==> src/modem_sync_pkg.sv <==
/*
  Shared constants for the modem symbol and sync qualifier block: register
  offsets, field positions, reset values, mode codes and counts.
  Assumes a single clock domain and an 8-bit register port.
*/
package modem_sync_pkg;

  // Register offsets on the 4-bit register port.
  localparam logic [3:0] OFF_MODEM_CONFIG_TWO   = 4'h0;
  localparam logic [3:0] OFF_DEVIATION_SETTING  = 4'h1;
  localparam logic [3:0] OFF_GAIN_CONTROL_ZERO  = 4'h2;
  localparam logic [3:0] OFF_GAIN_CONTROL_ONE   = 4'h3;
  localparam logic [3:0] OFF_GAIN_CONTROL_TWO   = 4'h4;
  localparam logic [3:0] OFF_PACKET_CONTROL_ONE = 4'h5;
  localparam logic [3:0] OFF_OUTPUT_PIN_CONFIG  = 4'h6;
  localparam logic [3:0] OFF_PACKET_STATE       = 4'h7;
  localparam logic [3:0] OFF_STRENGTH           = 4'h8;
  localparam logic [3:0] OFF_DEV_WORD_LO        = 4'h9;
  localparam logic [3:0] OFF_DEV_WORD_HI        = 4'hA;

  // Field positions.
  localparam int MOD_FORMAT_LSB   = 4;   // modem_config_two[6:4]
  localparam int LINE_CODE_BIT    = 3;   // modem_config_two[3]
  localparam int SYNC_MODE_LSB    = 0;   // modem_config_two[2:0]
  localparam int DEV_EXP_LSB      = 4;   // deviation_setting[6:4]
  localparam int DEV_MANT_LSB     = 0;   // deviation_setting[2:0]
  localparam int FILTER_LEN_LSB   = 0;   // gain_control_zero[1:0]
  localparam int REL_SEL_LSB      = 4;   // gain_control_one[5:4]
  localparam int ABS_OFF_LSB      = 0;   // gain_control_one[3:0]
  localparam int TRAILER_EN_BIT   = 2;   // packet_control_one[2]
  localparam int PIN_SEL_LSB      = 0;   // output_pin_config[5:0]
  localparam int STATE_CS_BIT     = 6;   // packet_state_register[6]
  localparam int STATE_SYNC_BIT   = 3;   // packet_state_register[3]
  localparam int STATE_PIN_BIT    = 0;   // packet_state_register[0]

  // Reset values.
  localparam logic [7:0] RST_MODEM_CONFIG_TWO   = 8'h02;
  localparam logic [7:0] RST_DEVIATION_SETTING  = 8'h47;
  localparam logic [7:0] RST_GAIN_CONTROL_ZERO  = 8'h01;
  localparam logic [7:0] RST_GAIN_CONTROL_ONE   = 8'h00;  // Offset field 0 means 0 dB.
  localparam logic [7:0] RST_GAIN_CONTROL_TWO   = 8'h03;
  localparam logic [7:0] RST_PACKET_CONTROL_ONE = 8'h04;
  localparam logic [7:0] RST_OUTPUT_PIN_CONFIG  = 8'h00;

  // Modulation format codes.
  localparam logic [2:0] FMT_TWO_LEVEL = 3'h0;
  localparam logic [2:0] FMT_GAUSSIAN  = 3'h1;
  localparam logic [2:0] FMT_ON_OFF    = 3'h3;
  localparam logic [2:0] FMT_FOUR_LVL  = 3'h4;

  // Deviation mantissa base and output pin select codes.
  localparam int         DEV_MANT_BASE = 8;
  localparam logic [5:0] PIN_SEL_SYNC  = 6'h06;
  localparam logic [5:0] PIN_SEL_CS    = 6'h0E;  // Decimal 14.

  // Carrier-sense steps in dB, scaled to the half-dB units of the strength byte.
  localparam logic [3:0] ABS_OFF_DISABLED = 4'h8;  // Most negative code turns absolute sense off.
  localparam int         HALF_DB_PER_DB   = 2;
  localparam int         REL_STEP_A_DB    = 6;
  localparam int         REL_STEP_B_DB    = 10;
  localparam int         REL_STEP_C_DB    = 14;

  // Sync search lengths and allowed mismatches.
  localparam int SHORT_BITS = 16;
  localparam int LONG_BITS  = 32;
  localparam int ERR_SHORT  = 1;
  localparam int ERR_LONG   = 2;

endpackage

==> src/modem_symbol_sync_qualifier.sv <==
/*
  Modem symbol mapper, line coder, sync qualifier and signal-strength /
  carrier-sense logic. Assumes the front end delivers chip strobes, sliced
  decisions and raw strength samples on ref_clk_i, already synchronous.
*/
`timescale 1ns/10ps

module modem_symbol_sync_qualifier
  import modem_sync_pkg::*;
#(
  parameter logic [31:0] SYNC_WORD = 32'hA5C3A5C3,  // Arbitrary default sync pattern.
  parameter int          HYST_HALF_DB = 2             // Release hysteresis in half-dB.
) (
  input  wire logic              ref_clk_i,        // 100 MHz clock.
  input  wire logic              arst_n_i,         // Async reset, active low.
  input  wire logic [3:0]        reg_addr_i,       // Register address.
  input  wire logic [7:0]        reg_wdata_i,      // Register write data.
  input  wire logic              reg_we_i,         // Write strobe.
  input  wire logic              reg_re_i,         // Read strobe.
  output logic      [7:0]        reg_rdata_o,      // Read data, cycle after strobe.
  input  wire logic              tx_chip_stb_i,    // One pulse per transmitted chip.
  input  wire logic [1:0]        tx_bits_i,        // Next data, bit 1 goes first.
  input  wire logic              tx_payload_i,     // High while payload is sent.
  output logic                   tx_take_o,        // Data consumed this cycle.
  output logic                   tx_take_pair_o,   // Both bits consumed.
  output logic signed [11:0]     freq_offset_o,    // Deviation step to synthesiser.
  output logic                   pa_on_o,          // Power amplifier enable.
  output logic      [10:0]       dev_word_o,       // Deviation in crystal/2^17 units.
  input  wire logic              rx_on_i,          // Receiver active.
  input  wire logic              rx_chip_stb_i,    // One pulse per received decision.
  input  wire logic [1:0]        rx_bits_i,        // Decision, bit 1 first.
  output logic                   rx_four_level_o,  // Demod should slice four levels.
  output logic                   rx_fifo_wr_o,     // Payload data to receive FIFO.
  output logic      [1:0]        rx_fifo_data_o,   // Payload data bits.
  output logic                   rx_fifo_pair_o,   // Both data bits valid.
  output logic                   rx_filter_en_o,   // Packet filtering allowed.
  output logic                   rx_code_err_o,    // Manchester chip pair invalid.
  input  wire logic              rssi_raw_stb_i,   // Raw strength sample strobe.
  input  wire logic signed [7:0] rssi_raw_i,       // Raw strength, half-dB.
  input  wire logic signed [7:0] cs_base_i,        // Threshold from gain limits.
  input  wire logic              pkt_end_i,        // End of received payload.
  output logic                   trailer_wr_o,     // Trailer strength byte valid.
  output logic      [7:0]        trailer_byte_o,   // Trailer strength byte.
  output logic                   carrier_sense_o,  // Carrier-sense flag.
  output logic                   gen_pin_o         // General-purpose output pin.
);

  // Refuse a hysteresis the signed threshold arithmetic cannot hold.
  if (HYST_HALF_DB < 0 || HYST_HALF_DB > 16) begin : g_bad_hyst
    $error("HYST_HALF_DB out of range");
  end

  // Reset release through two flip-flops.
  logic rst_meta_q;
  logic rst_n_q;
  always_ff @(posedge ref_clk_i or negedge arst_n_i) begin
    if (!arst_n_i) begin
      rst_meta_q <= 1'b0;
      rst_n_q    <= 1'b0;
    end else begin
      rst_meta_q <= 1'b1;
      rst_n_q    <= rst_meta_q;
    end
  end

  // Software registers.
  logic [7:0] mdm_q, dev_q, agc0_q, agc1_q, agc2_q, pkt1_q, pin_q;
  logic       cs_q;
  logic       sync_seen_q;
  logic signed [7:0] strength_q;

  // Address decode.
  wire wr_mdm  = reg_we_i && (reg_addr_i == OFF_MODEM_CONFIG_TWO);
  wire wr_dev  = reg_we_i && (reg_addr_i == OFF_DEVIATION_SETTING);
  wire wr_agc0 = reg_we_i && (reg_addr_i == OFF_GAIN_CONTROL_ZERO);
  wire wr_agc1 = reg_we_i && (reg_addr_i == OFF_GAIN_CONTROL_ONE);
  wire wr_agc2 = reg_we_i && (reg_addr_i == OFF_GAIN_CONTROL_TWO);
  wire wr_pkt1 = reg_we_i && (reg_addr_i == OFF_PACKET_CONTROL_ONE);
  wire wr_pin  = reg_we_i && (reg_addr_i == OFF_OUTPUT_PIN_CONFIG);

  always_ff @(posedge ref_clk_i or negedge rst_n_q) begin
    if (!rst_n_q) begin
      mdm_q  <= RST_MODEM_CONFIG_TWO;
      dev_q  <= RST_DEVIATION_SETTING;
      agc0_q <= RST_GAIN_CONTROL_ZERO;
      agc1_q <= RST_GAIN_CONTROL_ONE;
      agc2_q <= RST_GAIN_CONTROL_TWO;
      pkt1_q <= RST_PACKET_CONTROL_ONE;
      pin_q  <= RST_OUTPUT_PIN_CONFIG;
    end else begin
      if (wr_mdm)  mdm_q  <= reg_wdata_i;
      if (wr_dev)  dev_q  <= reg_wdata_i;
      if (wr_agc0) agc0_q <= reg_wdata_i;
      if (wr_agc1) agc1_q <= reg_wdata_i;
      if (wr_agc2) agc2_q <= reg_wdata_i;
      if (wr_pkt1) pkt1_q <= reg_wdata_i;
      if (wr_pin)  pin_q  <= reg_wdata_i;
    end
  end

  // Field extraction.
  wire [2:0] mod_fmt    = mdm_q[MOD_FORMAT_LSB +: 3];
  wire [2:0] sync_mode  = mdm_q[SYNC_MODE_LSB +: 3];
  wire [2:0] dev_exp    = dev_q[DEV_EXP_LSB +: 3];
  wire [2:0] dev_mant   = dev_q[DEV_MANT_LSB +: 3];
  wire [1:0] filt_len   = agc0_q[FILTER_LEN_LSB +: 2];
  wire [1:0] rel_sel    = agc1_q[REL_SEL_LSB +: 2];
  wire [3:0] abs_off    = agc1_q[ABS_OFF_LSB +: 4];
  wire       trailer_en = pkt1_q[TRAILER_EN_BIT];
  wire [5:0] pin_sel    = pin_q[PIN_SEL_LSB +: 6];
  wire       is_ook     = (mod_fmt == FMT_ON_OFF);
  wire       is_four    = (mod_fmt == FMT_FOUR_LVL);
  // four-level with Manchester is unsupported, so the coder is kept off there.
  wire       manch_on   = mdm_q[LINE_CODE_BIT] && !is_four;

  wire [3:0]  mant_full = 4'(DEV_MANT_BASE) + {1'b0, dev_mant};
  wire [10:0] dev_word  = 11'({7'h00, mant_full} << dev_exp);
  wire [10:0] dev_third = 11'(dev_word / 11'd3);
  assign dev_word_o = dev_word;

  // Status bits for the packet state register.
  wire [7:0] state_byte = 8'(({7'h00, cs_q} << STATE_CS_BIT)
                           | ({7'h00, sync_seen_q} << STATE_SYNC_BIT)
                           | ({7'h00, gen_pin_o} << STATE_PIN_BIT));

  // Read mux; unmapped offsets read as zero.
  logic [7:0] rd_mux;
  always_comb begin
    case (reg_addr_i)
      OFF_MODEM_CONFIG_TWO:   rd_mux = mdm_q;
      OFF_DEVIATION_SETTING:  rd_mux = dev_q;
      OFF_GAIN_CONTROL_ZERO:  rd_mux = agc0_q;
      OFF_GAIN_CONTROL_ONE:   rd_mux = agc1_q;
      OFF_GAIN_CONTROL_TWO:   rd_mux = agc2_q;
      OFF_PACKET_CONTROL_ONE: rd_mux = pkt1_q;
      OFF_OUTPUT_PIN_CONFIG:  rd_mux = pin_q;
      OFF_PACKET_STATE:       rd_mux = state_byte;
      OFF_STRENGTH:           rd_mux = strength_q;
      OFF_DEV_WORD_LO:        rd_mux = dev_word[7:0];
      OFF_DEV_WORD_HI:        rd_mux = {5'h00, dev_word[10:8]};
      default:                rd_mux = 8'h00;
    endcase
  end

  // Read data stands only in the cycle after the strobe.
  always_ff @(posedge ref_clk_i or negedge rst_n_q) begin
    if (!rst_n_q) reg_rdata_o <= 8'h00;
    else          reg_rdata_o <= reg_re_i ? rd_mux : 8'h00;
  end

  // Transmit side: second half of a Manchester pair sends the held bit 1 inverted.
  logic       tx_half_q;
  logic [1:0] tx_hold_q;
  wire tx_four = is_four && tx_payload_i;
  // encoder takes data on first half
  assign tx_take_o      = tx_chip_stb_i && !(manch_on && tx_half_q);
  assign tx_take_pair_o = tx_take_o && tx_four;
  wire [1:0] tx_sym = tx_take_o ? tx_bits_i : {~tx_hold_q[1], tx_hold_q[0]};

  always_ff @(posedge ref_clk_i or negedge rst_n_q) begin
    if (!rst_n_q) begin
      tx_half_q <= 1'b0;
      tx_hold_q <= 2'b00;
    end else if (tx_chip_stb_i) begin
      tx_half_q <= manch_on ? !tx_half_q : 1'b0;
      tx_hold_q <= tx_sym;
    end
  end

  logic signed [11:0] freq_d;
  always_comb begin
    if (!tx_four) begin
      freq_d = tx_sym[1] ? $signed({1'b0, dev_word}) : -$signed({1'b0, dev_word});
    end else begin
      case (tx_sym)
        2'b01:   freq_d = -$signed({1'b0, dev_word});
        2'b00:   freq_d = -$signed({1'b0, dev_third});
        2'b10:   freq_d = $signed({1'b0, dev_third});
        default: freq_d = $signed({1'b0, dev_word});
      endcase
    end
  end

  always_ff @(posedge ref_clk_i or negedge rst_n_q) begin
    if (!rst_n_q) begin
      freq_offset_o <= 12'sh000;
      pa_on_o       <= 1'b0;
    end else if (tx_chip_stb_i) begin
      freq_offset_o <= is_ook ? 12'sh000 : freq_d;
      pa_on_o       <= is_ook ? tx_sym[1] : 1'b1;
    end
  end

  // Receive side: entry into receive restarts pairing, search and freeze.
  logic rx_on_q;
  wire  rx_enter = rx_on_i && !rx_on_q;
  logic rx_half_q;
  logic rx_first_q;
  logic [LONG_BITS-1:0] shift_q;

  wire rx_bit_stb = rx_chip_stb_i && !(manch_on && !rx_half_q);
  wire rx_bit     = manch_on ? rx_first_q : rx_bits_i[1];
  wire [LONG_BITS-1:0] shift_d = {shift_q[LONG_BITS-2:0], rx_bit};

  always_ff @(posedge ref_clk_i or negedge rst_n_q) begin
    if (!rst_n_q) begin
      rx_on_q       <= 1'b0;
      rx_half_q     <= 1'b0;
      rx_first_q    <= 1'b0;
      rx_code_err_o <= 1'b0;
      shift_q       <= '0;
    end else begin
      rx_on_q <= rx_on_i;
      if (rx_enter) begin
        rx_half_q     <= 1'b0;
        rx_code_err_o <= 1'b0;
        shift_q       <= '0;
      end else if (rx_chip_stb_i) begin
        rx_half_q  <= manch_on ? !rx_half_q : 1'b0;
        rx_first_q <= rx_bits_i[1];
        rx_code_err_o <= manch_on && rx_half_q && (rx_bits_i[1] == rx_first_q);
        if (rx_bit_stb && !sync_seen_q) shift_q <= shift_d;
      end
    end
  end

  // Mismatch counting across the search window.
  function automatic logic [5:0] ones32(input logic [31:0] v);
    logic [5:0] n;
    n = 6'h00;
    for (int i = 0; i < 32; i++) begin
      n = n + 6'(v[i]);
    end
    return n;
  endfunction

  wire [LONG_BITS-1:0] diff = shift_d ^ SYNC_WORD;
  wire [5:0] err_short = ones32({16'h0000, diff[SHORT_BITS-1:0]});
  wire [5:0] err_long  = ones32(diff);

  logic hit;
  always_comb begin
    case (sync_mode[1:0])
      2'b01:   hit = (err_short <= 6'(ERR_SHORT));
      2'b10:   hit = (err_short == 6'h00);
      2'b11:   hit = (err_long <= 6'(ERR_LONG));
      default: hit = 1'b0;
    endcase
  end

  wire cs_ok      = !sync_mode[2] || cs_q;
  wire searching  = (sync_mode[1:0] != 2'b00);
  wire sync_found = rx_on_i && searching && rx_bit_stb && !sync_seen_q && hit && cs_ok;

  always_ff @(posedge ref_clk_i or negedge rst_n_q) begin
    if (!rst_n_q)        sync_seen_q <= 1'b0;
    else if (rx_enter)   sync_seen_q <= 1'b0;
    else if (sync_found) sync_seen_q <= 1'b1;
  end

  wire rx_open = rx_on_i && (searching ? sync_seen_q : cs_ok);
  assign rx_filter_en_o = rx_open;
  assign rx_four_level_o = is_four && sync_seen_q;

  always_ff @(posedge ref_clk_i or negedge rst_n_q) begin
    if (!rst_n_q) begin
      rx_fifo_wr_o   <= 1'b0;
      rx_fifo_data_o <= 2'b00;
      rx_fifo_pair_o <= 1'b0;
    end else begin
      rx_fifo_wr_o <= rx_open && rx_bit_stb;
      if (rx_bit_stb) begin
        rx_fifo_data_o <= rx_four_level_o ? rx_bits_i : {rx_bit, 1'b0};
        rx_fifo_pair_o <= rx_four_level_o;
      end
    end
  end

  logic [2:0]         avg_cnt_q;
  logic signed [10:0] acc_q;
  wire  [2:0]         avg_last = 3'((4'h1 << filt_len) - 4'h1);
  wire  signed [10:0] acc_d    = acc_q + 11'(rssi_raw_i);
  wire  signed [7:0]  avg_val  = 8'(acc_d >>> filt_len);
  wire                upd      = rssi_raw_stb_i && (avg_cnt_q == avg_last);

  always_ff @(posedge ref_clk_i or negedge rst_n_q) begin
    if (!rst_n_q) begin
      avg_cnt_q <= 3'h0;
      acc_q     <= 11'sh000;
    end else if (rx_enter || upd) begin
      avg_cnt_q <= 3'h0;
      acc_q     <= 11'sh000;
    end else if (rssi_raw_stb_i) begin
      avg_cnt_q <= avg_cnt_q + 3'h1;
      acc_q     <= acc_d;
    end
  end

  // signed half-dB byte kept as is
  logic signed [7:0] last_q;
  logic signed [7:0] prev_q;
  always_ff @(posedge ref_clk_i or negedge rst_n_q) begin
    if (!rst_n_q) begin
      strength_q <= 8'sh80;
      last_q     <= 8'sh80;
      prev_q     <= 8'sh80;
    end else if (upd && rx_on_i) begin
      if (!(searching && sync_seen_q)) strength_q <= avg_val;
      last_q <= avg_val;
      prev_q <= avg_val;
    end
  end

  always_ff @(posedge ref_clk_i or negedge rst_n_q) begin
    if (!rst_n_q) begin
      trailer_wr_o   <= 1'b0;
      trailer_byte_o <= 8'h00;
    end else begin
      trailer_wr_o <= pkt_end_i && trailer_en;
      if (pkt_end_i && trailer_en) trailer_byte_o <= last_q;
    end
  end

  wire signed [9:0] abs_thr  = 10'(cs_base_i) + 10'($signed(abs_off)) * 10'(HALF_DB_PER_DB);
  wire signed [9:0] abs_rel  = abs_thr - 10'(HYST_HALF_DB);
  wire signed [9:0] val_ext  = 10'(avg_val);
  wire              abs_on   = (abs_off != ABS_OFF_DISABLED);

  logic [9:0] rel_step;
  always_comb begin
    case (rel_sel)
      2'b01:   rel_step = 10'(REL_STEP_A_DB * HALF_DB_PER_DB);
      2'b10:   rel_step = 10'(REL_STEP_B_DB * HALF_DB_PER_DB);
      2'b11:   rel_step = 10'(REL_STEP_C_DB * HALF_DB_PER_DB);
      default: rel_step = 10'h000;
    endcase
  end
  wire signed [9:0] delta = val_ext - 10'(prev_q);

  // Either enabled detector can raise the flag; a disabled one stays low.
  logic abs_st_q;
  logic rel_st_q;
  logic abs_st_d;
  logic rel_st_d;
  always_comb begin
    abs_st_d = abs_st_q;
    rel_st_d = rel_st_q;
    if (!abs_on)                abs_st_d = 1'b0;
    else if (val_ext > abs_thr) abs_st_d = 1'b1;
    else if (val_ext < abs_rel) abs_st_d = 1'b0;
    if (rel_sel == 2'b00)                       rel_st_d = 1'b0;
    else if (delta >= $signed(rel_step))        rel_st_d = 1'b1;
    else if (delta <= -$signed(rel_step))       rel_st_d = 1'b0;
  end

  always_ff @(posedge ref_clk_i or negedge rst_n_q) begin
    if (!rst_n_q) begin
      abs_st_q <= 1'b0;
      rel_st_q <= 1'b0;
      cs_q     <= 1'b0;
    end else if (!rx_on_i) begin
      abs_st_q <= 1'b0;
      rel_st_q <= 1'b0;
      cs_q     <= 1'b0;
    end else if (upd) begin
      abs_st_q <= abs_st_d;
      rel_st_q <= rel_st_d;
      cs_q     <= abs_st_d || rel_st_d;
    end
  end

  assign carrier_sense_o = cs_q;
  assign gen_pin_o = (pin_sel == PIN_SEL_CS)   ? cs_q :
                     (pin_sel == PIN_SEL_SYNC) ? sync_seen_q : 1'b0;

endmodule // modem_symbol_sync_qualifier

==> config.mk <==
export PLATFORM = sky130hd
export DESIGN_NAME = modem_symbol_sync_qualifier
export DESIGN_NICKNAME = d
export VERILOG_FILES = /design/src/modem_sync_pkg.sv /design/src/modem_symbol_sync_qualifier.sv
export SDC_FILE = /design/constraint.sdc
export NUM_CORES = 1
export LEC_CHECK = 0
export ABC_AREA = 1
export BUFFER_PORTS_ARGS = -buffer_cell sky130_fd_sc_hd__buf_4
export CORE_MARGIN = 5
export CORE_UTILIZATION = 61
export CTS_CLUSTER_DIAMETER = 60
export DETAILED_ROUTE_END_ITERATION = 16
export PLACE_DENSITY = 0.81
export SLEW_MARGIN = 20
export SYNTH_ARGS = -nofsm -noshare
export SYNTH_HDL_FRONTEND = slang
export SYNTH_SLANG_ARGS = --single-unit
export TNS_END_PERCENT = 30
==> constraint.sdc <==
create_clock -name ref_clk_i -period 7.1 [get_ports ref_clk_i]
set_clock_uncertainty 0.1 [all_clocks]
set_input_delay 1.065 -clock ref_clk_i [delete_from_list [all_inputs] [get_ports ref_clk_i]]
set_output_delay 1.065 -clock ref_clk_i [all_outputs]
set_load 0.02 [all_outputs]
Yosys cells after proc, flatten, opt, wreduce, memory -nomap -nowiden
Index checks and enable logic that the tools add are counted.
{ "word_totals": {"regBits": 164, "input_bits": 42, "output_inout_bits": 52, "elab_cells": 210} }
{ "classes": {"add_sub_neg": 41, "div": 1, "magnitude_cmp": 6, "eq_ne": 26, "shift": 3, "n_mux": 42, "bitwise_logic": 6, "reduce_logical": 53} }
{ "ops": {"columns": ["op", "count"], "rows": [
  ["adder 6 x 1 -> 6 bit", 26],
  ["2-to-1 mux 31 bit", 3],
  ["case mux 8 bit (11 select lines)", 1],
  ["2-to-1 mux 12 bit", 3],
  ["case mux 12 bit (3 select lines)", 1],
  ["logical AND 1 bit", 30],
  ["2-to-1 mux 1 bit", 25],
  ["negation 11 -> 12 bit", 2],
  ["2-to-1 mux 11 bit", 2],
  ["equality test 4 x 3 -> 1 bit (second input constant)", 4],
  ["inverter 16 bit", 1],
  ["case mux 5 bit (3 select lines)", 1],
  ["equality test 4 bit (second input constant)", 3],
  ["adder 11 x 8 -> 11 bit", 1],
  ["divider 11 x 2 -> 11 bit (second input constant)", 1],
  ["<< shifter 4 x 3 -> 11 bit", 1],
  [">>> shifter 11 x 2 -> 8 bit", 1],
  ["equality test 2 bit (second input constant)", 5],
  ["less-or-equal comparator 9 x 10 -> 1 bit", 1],
  ["less-than comparator 8 x 10 -> 1 bit", 1],
  ["negation 10 bit", 1],
  ["nonzero test 2 bit", 5],
  ["subtractor 9 x 3 -> 10 bit (second input constant)", 1],
  ["adder 8 x 5 -> 9 bit", 1],
  ["other kinds (38)", 57]
]} }

Logic depth before layout (Yosys ltp)
{ "depth": {"depth_word": 42, "mapped_depth": 40, "depth_no_buf": 39} }

Least setup slack after synthesis
No wires, ideal clock.
{ "synth_timing": {"path_type": "register to register", "startpoint": "register shift_q[1]", "endpoint": "register sync_seen_q", "setup_time_ns": 0.077, "arrival_time_ns": 5.592, "required_ns": 6.923, "slack_ns": 1.330, "stages_incl_launch_ff": 22, "n_path_buf": 0, "synth_period_minus_slack_ns": 5.770, "cell_sequence": "dfrtp_1 > fa_1 > inv_1 > fa_1 > fa_1 > fa_1 > inv_1 > ha_1 > inv_1 > fa_1 > inv_1 > ha_1 > inv_1 > fa_1 > fa_1 > fa_1 > o22ai_1 > nor4_1 > nand3_1 > o31ai_1 > nand4_1 > a21oi_1"} }
{ "synth_via": {"elab_chain_cells": 35, "word_cells_on_any_way": 37, "classes_between": "add/sub (30); order compare (2); mux (1); reduce/logical (4)"} }
{ "synth_lines": {"columns": ["item", "line", "text"], "rows": [
  ["start: declaration", "modem_symbol_sync_qualifier.sv:199", "logic [LONG_BITS-1:0] shift_q;"],
  ["start signal: assignment", "modem_symbol_sync_qualifier.sv:222", "if (rx_bit_stb && !sync_seen_q) shift_q <= shift_d;"],
  ["adder 2 x 1 -> 3 bit *", "modem_symbol_sync_qualifier.sv:232", "n = n + 6'(v[i]);"],
  ["adder 3 x 1 -> 4 bit *", "modem_symbol_sync_qualifier.sv:232", null],
  ["adder 4 x 1 -> 5 bit *", "modem_symbol_sync_qualifier.sv:232", null],
  ["adder 5 x 1 -> 6 bit *", "modem_symbol_sync_qualifier.sv:232", null],
  ["adder 6 x 1 -> 6 bit * (10 in a row)", "modem_symbol_sync_qualifier.sv:232", null],
  ["adder 6 x 1 -> 6 bit (16 in a row)", "modem_symbol_sync_qualifier.sv:232", null],
  ["less-or-equal comparator 6 x 2 -> 1 bit", "modem_symbol_sync_qualifier.sv:246", "2'b11: hit = (err_long <= 6'(ERR_LONG));"],
  ["case mux 1 bit (3 select lines) *", "modem_symbol_sync_qualifier.sv:243", "case (sync_mode[1:0])"],
  ["logical AND 1 bit * (2 in a row)", "modem_symbol_sync_qualifier.sv:253", "wire sync_found = rx_on_i && searching && rx_bit_stb && !sync_seen_q && hit && cs_ok;"],
  ["nonzero test 2 bit (no source line) *", null, null],
  ["end signal: assignment", "modem_symbol_sync_qualifier.sv:256", "if (!rst_n_q) sync_seen_q <= 1'b0;"],
  ["end signal: assignment", "modem_symbol_sync_qualifier.sv:257", "else if (rx_enter) sync_seen_q <= 1'b0;"],
  ["end signal: assignment", "modem_symbol_sync_qualifier.sv:258", "else if (sync_found) sync_seen_q <= 1'b1;"],
  ["end: declaration", "modem_symbol_sync_qualifier.sv:69", "logic sync_seen_q;"]
]} }
Every way passes the cells marked *; elsewhere a longest branch is shown, timed or not.
A chain may end at the register's enable or synchronous reset.

Worst setup path after layout
Ends and elaborated chain as after synthesis.

==> results.sh <==
export IMPL_p_int_w=0.00287
export IMPL_setup_tns_ns=0
export IMPL_worstSetupPathType="flip-flop to flip-flop"
export IMPL_tightest_slew_ns=0.923
export IMPL_synth_top_family_by_area="simple AND/OR/NAND/NOR gates"
export IMPL_syn_area_um2=10800
export IMPL_io_buffers=93
export IMPL_via_count=9638
export IMPL_syn_nets=1484
export IMPL_utilization=0.715
export IMPL_max_slew_margin=0.382
export IMPL_ys_ff_latch=164
export IMPL_start_kind="flip-flop"
export IMPL_maxCapViolCount=0
export IMPL_viasPerCell=5.76
export IMPL_synth_ff_type="dfrtp_1"
export IMPL_synth_area_leaders="dfrtp_1, nand2_1, ha_1"
export IMPL_cts_resized=0
export IMPL_rows=48
export IMPL_setup_violations=0
export IMPL_io_pins=94
export IMPL_fp_dieW_um=143
export IMPL_drv_slew=0
export IMPL_wl_per_cell_um=16.3
export IMPL_cp_slowest_cell="fa_1"
export IMPL_min_period_ns=6.17
export IMPL_synthDistinctLibCells=60
export IMPL_clk_pin_slew_ns=0.07
export IMPL_critPathBufInv=5
export IMPL_root_buffer="clkbuf_16"
export IMPL_synth_top_cell_area_share=0.353
export IMPL_drt_pass1_iterations=5
export IMPL_post_route_drc_count=0
export IMPL_critPathMaxFanout=3
export IMPL_final_hold_violation_count=0
export IMPL_power_share_combinational=0.555
export IMPL_postCtsSetupBuffers=0
export IMPL_antenna_left=0
export IMPL_max_stage_delay_ns=0.57
export IMPL_grtUsageTotal=0.273
export IMPL_antenna_found_initial=0
export IMPL_numCtsBuffers=17
export IMPL_power_share_clock=0.193
export IMPL_cts_tree="yes"
export IMPL_status="finished clean"
export IMPL_path_common_cell="fa_1"
export IMPL_fin_crit_sh=0.869
export IMPL_hp_class="flip-flop to async pin"
export IMPL_htreeDepth=4
export IMPL_synthDominantAreaCellType="dfrtp_1"
export IMPL_power_frac_seq=0.252
export IMPL_gr_total_overflow=0
export IMPL_die_h_um=143
export IMPL_synth_compound_area_share=0.182
export IMPL_arrival_ns=6.43
export IMPL_rsz0062_at_grt="no"
export IMPL_yosys_area_share_xor_xnor=0.0307
export IMPL_dp_hpwl_mm=20.3
export IMPL_yosys_warnings=0
export IMPL_crit_chain="fa_1 -> inv_1 -> fa_1 -> fa_1 -> fa_1 -> inv_1 -> ha_1 -> inv_1 -> fa_1 -> inv_1 -> ha_1 -> inv_1 -> fa_1 -> fa_1 -> fa_1 -> o22ai_1 -> nor4_1 -> nand3_1 -> o31ai_1 -> nand4_1 -> a21oi_1"
export IMPL_async_reset_ff_frac=1.00
export IMPL_core_area_um2=17400
export IMPL_cp_top_family="adder cells"
export IMPL_synthSimpleGateAreaFrac=0.193
export IMPL_clock_path_buffers=2
export IMPL_hold_buffers=0
export IMPL_start_util=0.624
export IMPL_syn2layout_area_growth_pct=14.5
export IMPL_grt_max_degree=73
export IMPL_powerDensity_nw_per_um2=419
export IMPL_synthCells=1344
export IMPL_grt_pass1_vias=9258
export IMPL_worst_setup_path_end_kind="flip-flop"
export IMPL_place_congestion=0.972
export IMPL_synth_edf_count=0
export IMPL_die_area_um2=20500
export IMPL_synth_mux_area_frac=0
export IMPL_diodes=0
export IMPL_cts_sinks=164
export IMPL_max_vdd_ir_drop_uv=364
export IMPL_synthAdderAreaFrac=0.131
export IMPL_nets=1575
export IMPL_reg2reg_slack_ns=0.93
export IMPL_required_ns=7.36
export IMPL_switchingPower_w=0.00233
export IMPL_swShare=0.448
export IMPL_power_leakage_nw=6.23
export IMPL_fmax_mhz=162
export IMPL_routed_wl_mm=27.3
export IMPL_clk_latency_ns=0.43
export IMPL_drive_gt1_frac=0.144
export IMPL_first_iter_violations=796
export IMPL_syn_area_per_cell_um2=8.06
export IMPL_grt_pass1_wl_mm=45.0
export IMPL_ys_seq_area_frac=0.380
## registers in the layout (all words and copies together), names as in the netlist, 2 cells and up
register / flops
acc_q: 11
agc0_q: 8
agc1_q: 8
agc2_q: 8
avg_cnt_q: 3
dev_q: 8
freq_offset_o: 12
mdm_q: 8
pin_q: 8
pkt1_q: 8
prev_q: 8
reg_rdata_o: 8
rx_fifo_data_o: 2
shift_q: 31
strength_q: 8
trailer_byte_o: 8
tx_hold_q: 2
## layout by cell type (no fill, tap or decap), drive strengths merged, types with 19 or more instances in the layout
cell,n
a21oi,47
buf,104
clkbuf,19
dfrtp,153
fa,25
ha,73
inv,206
nand2,312
nand3,75
nor2,60
o21ai,187
xor2,33
## cell usage after synthesis, drive strengths merged, types with 11 or more instances
library cell  count
a21oi            47
nand2           312
inv             199
o21ai           187
dfrtp           153
clkbuf           28
nand3            75
ha               73
dfstp            11
fa               25
nor3             11
nor2             60
xor2             33
o21bai           13
## cell families after synthesis
group / after synthesis
adder cells (fa/ha/maj): 98
AO/OA/AOI/OAI: 330
buffers and inverters: 235
other: 1
flip-flops: 164
AND/OR/NAND/NOR: 478
XOR/XNOR: 38
## final timing paths
| path | start | endpoint | depth (start not counted) |
|---|---|---|---|
| max in group asynchronous | rst_n_q$_DFF_PN0_ | shift_q[28]$_DFFE_PN0P_ | 1 |
| setup reg to reg | shift_q[1]$_DFFE_PN0P_ | sync_seen_q$_DFFE_PN0P_ | 21 |
| setup / recovery | shift_q[1]$_DFFE_PN0P_ | sync_seen_q$_DFFE_PN0P_ | 21 |
| min in group ref_clk_i | rst_meta_q$_DFF_PN0_ | rst_n_q$_DFF_PN0_ | 0 |
| hold reg to reg | rst_n_q$_DFF_PN0_ | agc1_q[7]$_DFFE_PN0P_ | 0 |
| hold / removal | rst_n_q$_DFF_PN0_ | agc1_q[7]$_DFFE_PN0P_ | 0 |
## per-stage QoR
| stage | instances | area, um^2 | worst slack, ns | hold slack (ns) | total power, W |
|---|---|---|---|---|---|
| floorplan | 1344 | 10800 | 1.33 | 0.231 | 0.00342 |
| global placement | 1641 | 11800 | 1.01 | 0.107 | 0.00402 |
| detailed placement | 1641 | 11800 | 0.817 | 0.111 | 0.00417 |
| CTS | 1673 | 12400 | 0.921 | 0.119 | 0.00520 |
| global route | 1673 | 12400 | 0.585 | 0.137 | 0.00569 |
| finish | 1673 | 12400 | 0.931 | 0.110 | 0.00520 |
## per-layer routing
metal | track usage | wire, um | up-vias
met5 | 0 | 0 | -
met4 | 0.0922 | 730 | 0
met3 | 0.0455 | 1690 | 68
met2 | 0.456 | 13200 | 344
met1 | 0.364 | 11700 | 4579
li1 | - | - | 4647
## final cells by class
class                      instances  area, um^2
inverter                         203         774
multi-input combinational        945        5810
timing repair buffer             104         781
sequential                       164        4120
clock inverter                    13         183
tap                              225         282
fill                            1372        4950
clock buffer                      19         453
## power by group through the flow
stage	clock, W	combinational, W	sequential [W]
2_1_floorplan	0	0.00208	0.00134
3_3_place_gp	0	0.00271	0.00131
3_5_place_dp	0	0.00284	0.00132
4_1_cts	0.00101	0.00288	0.00131
5_1_grt	0.00104	0.00331	0.00133
6_report	0.00100	0.00288	0.00131
Power figures use the tool's default switching activity.
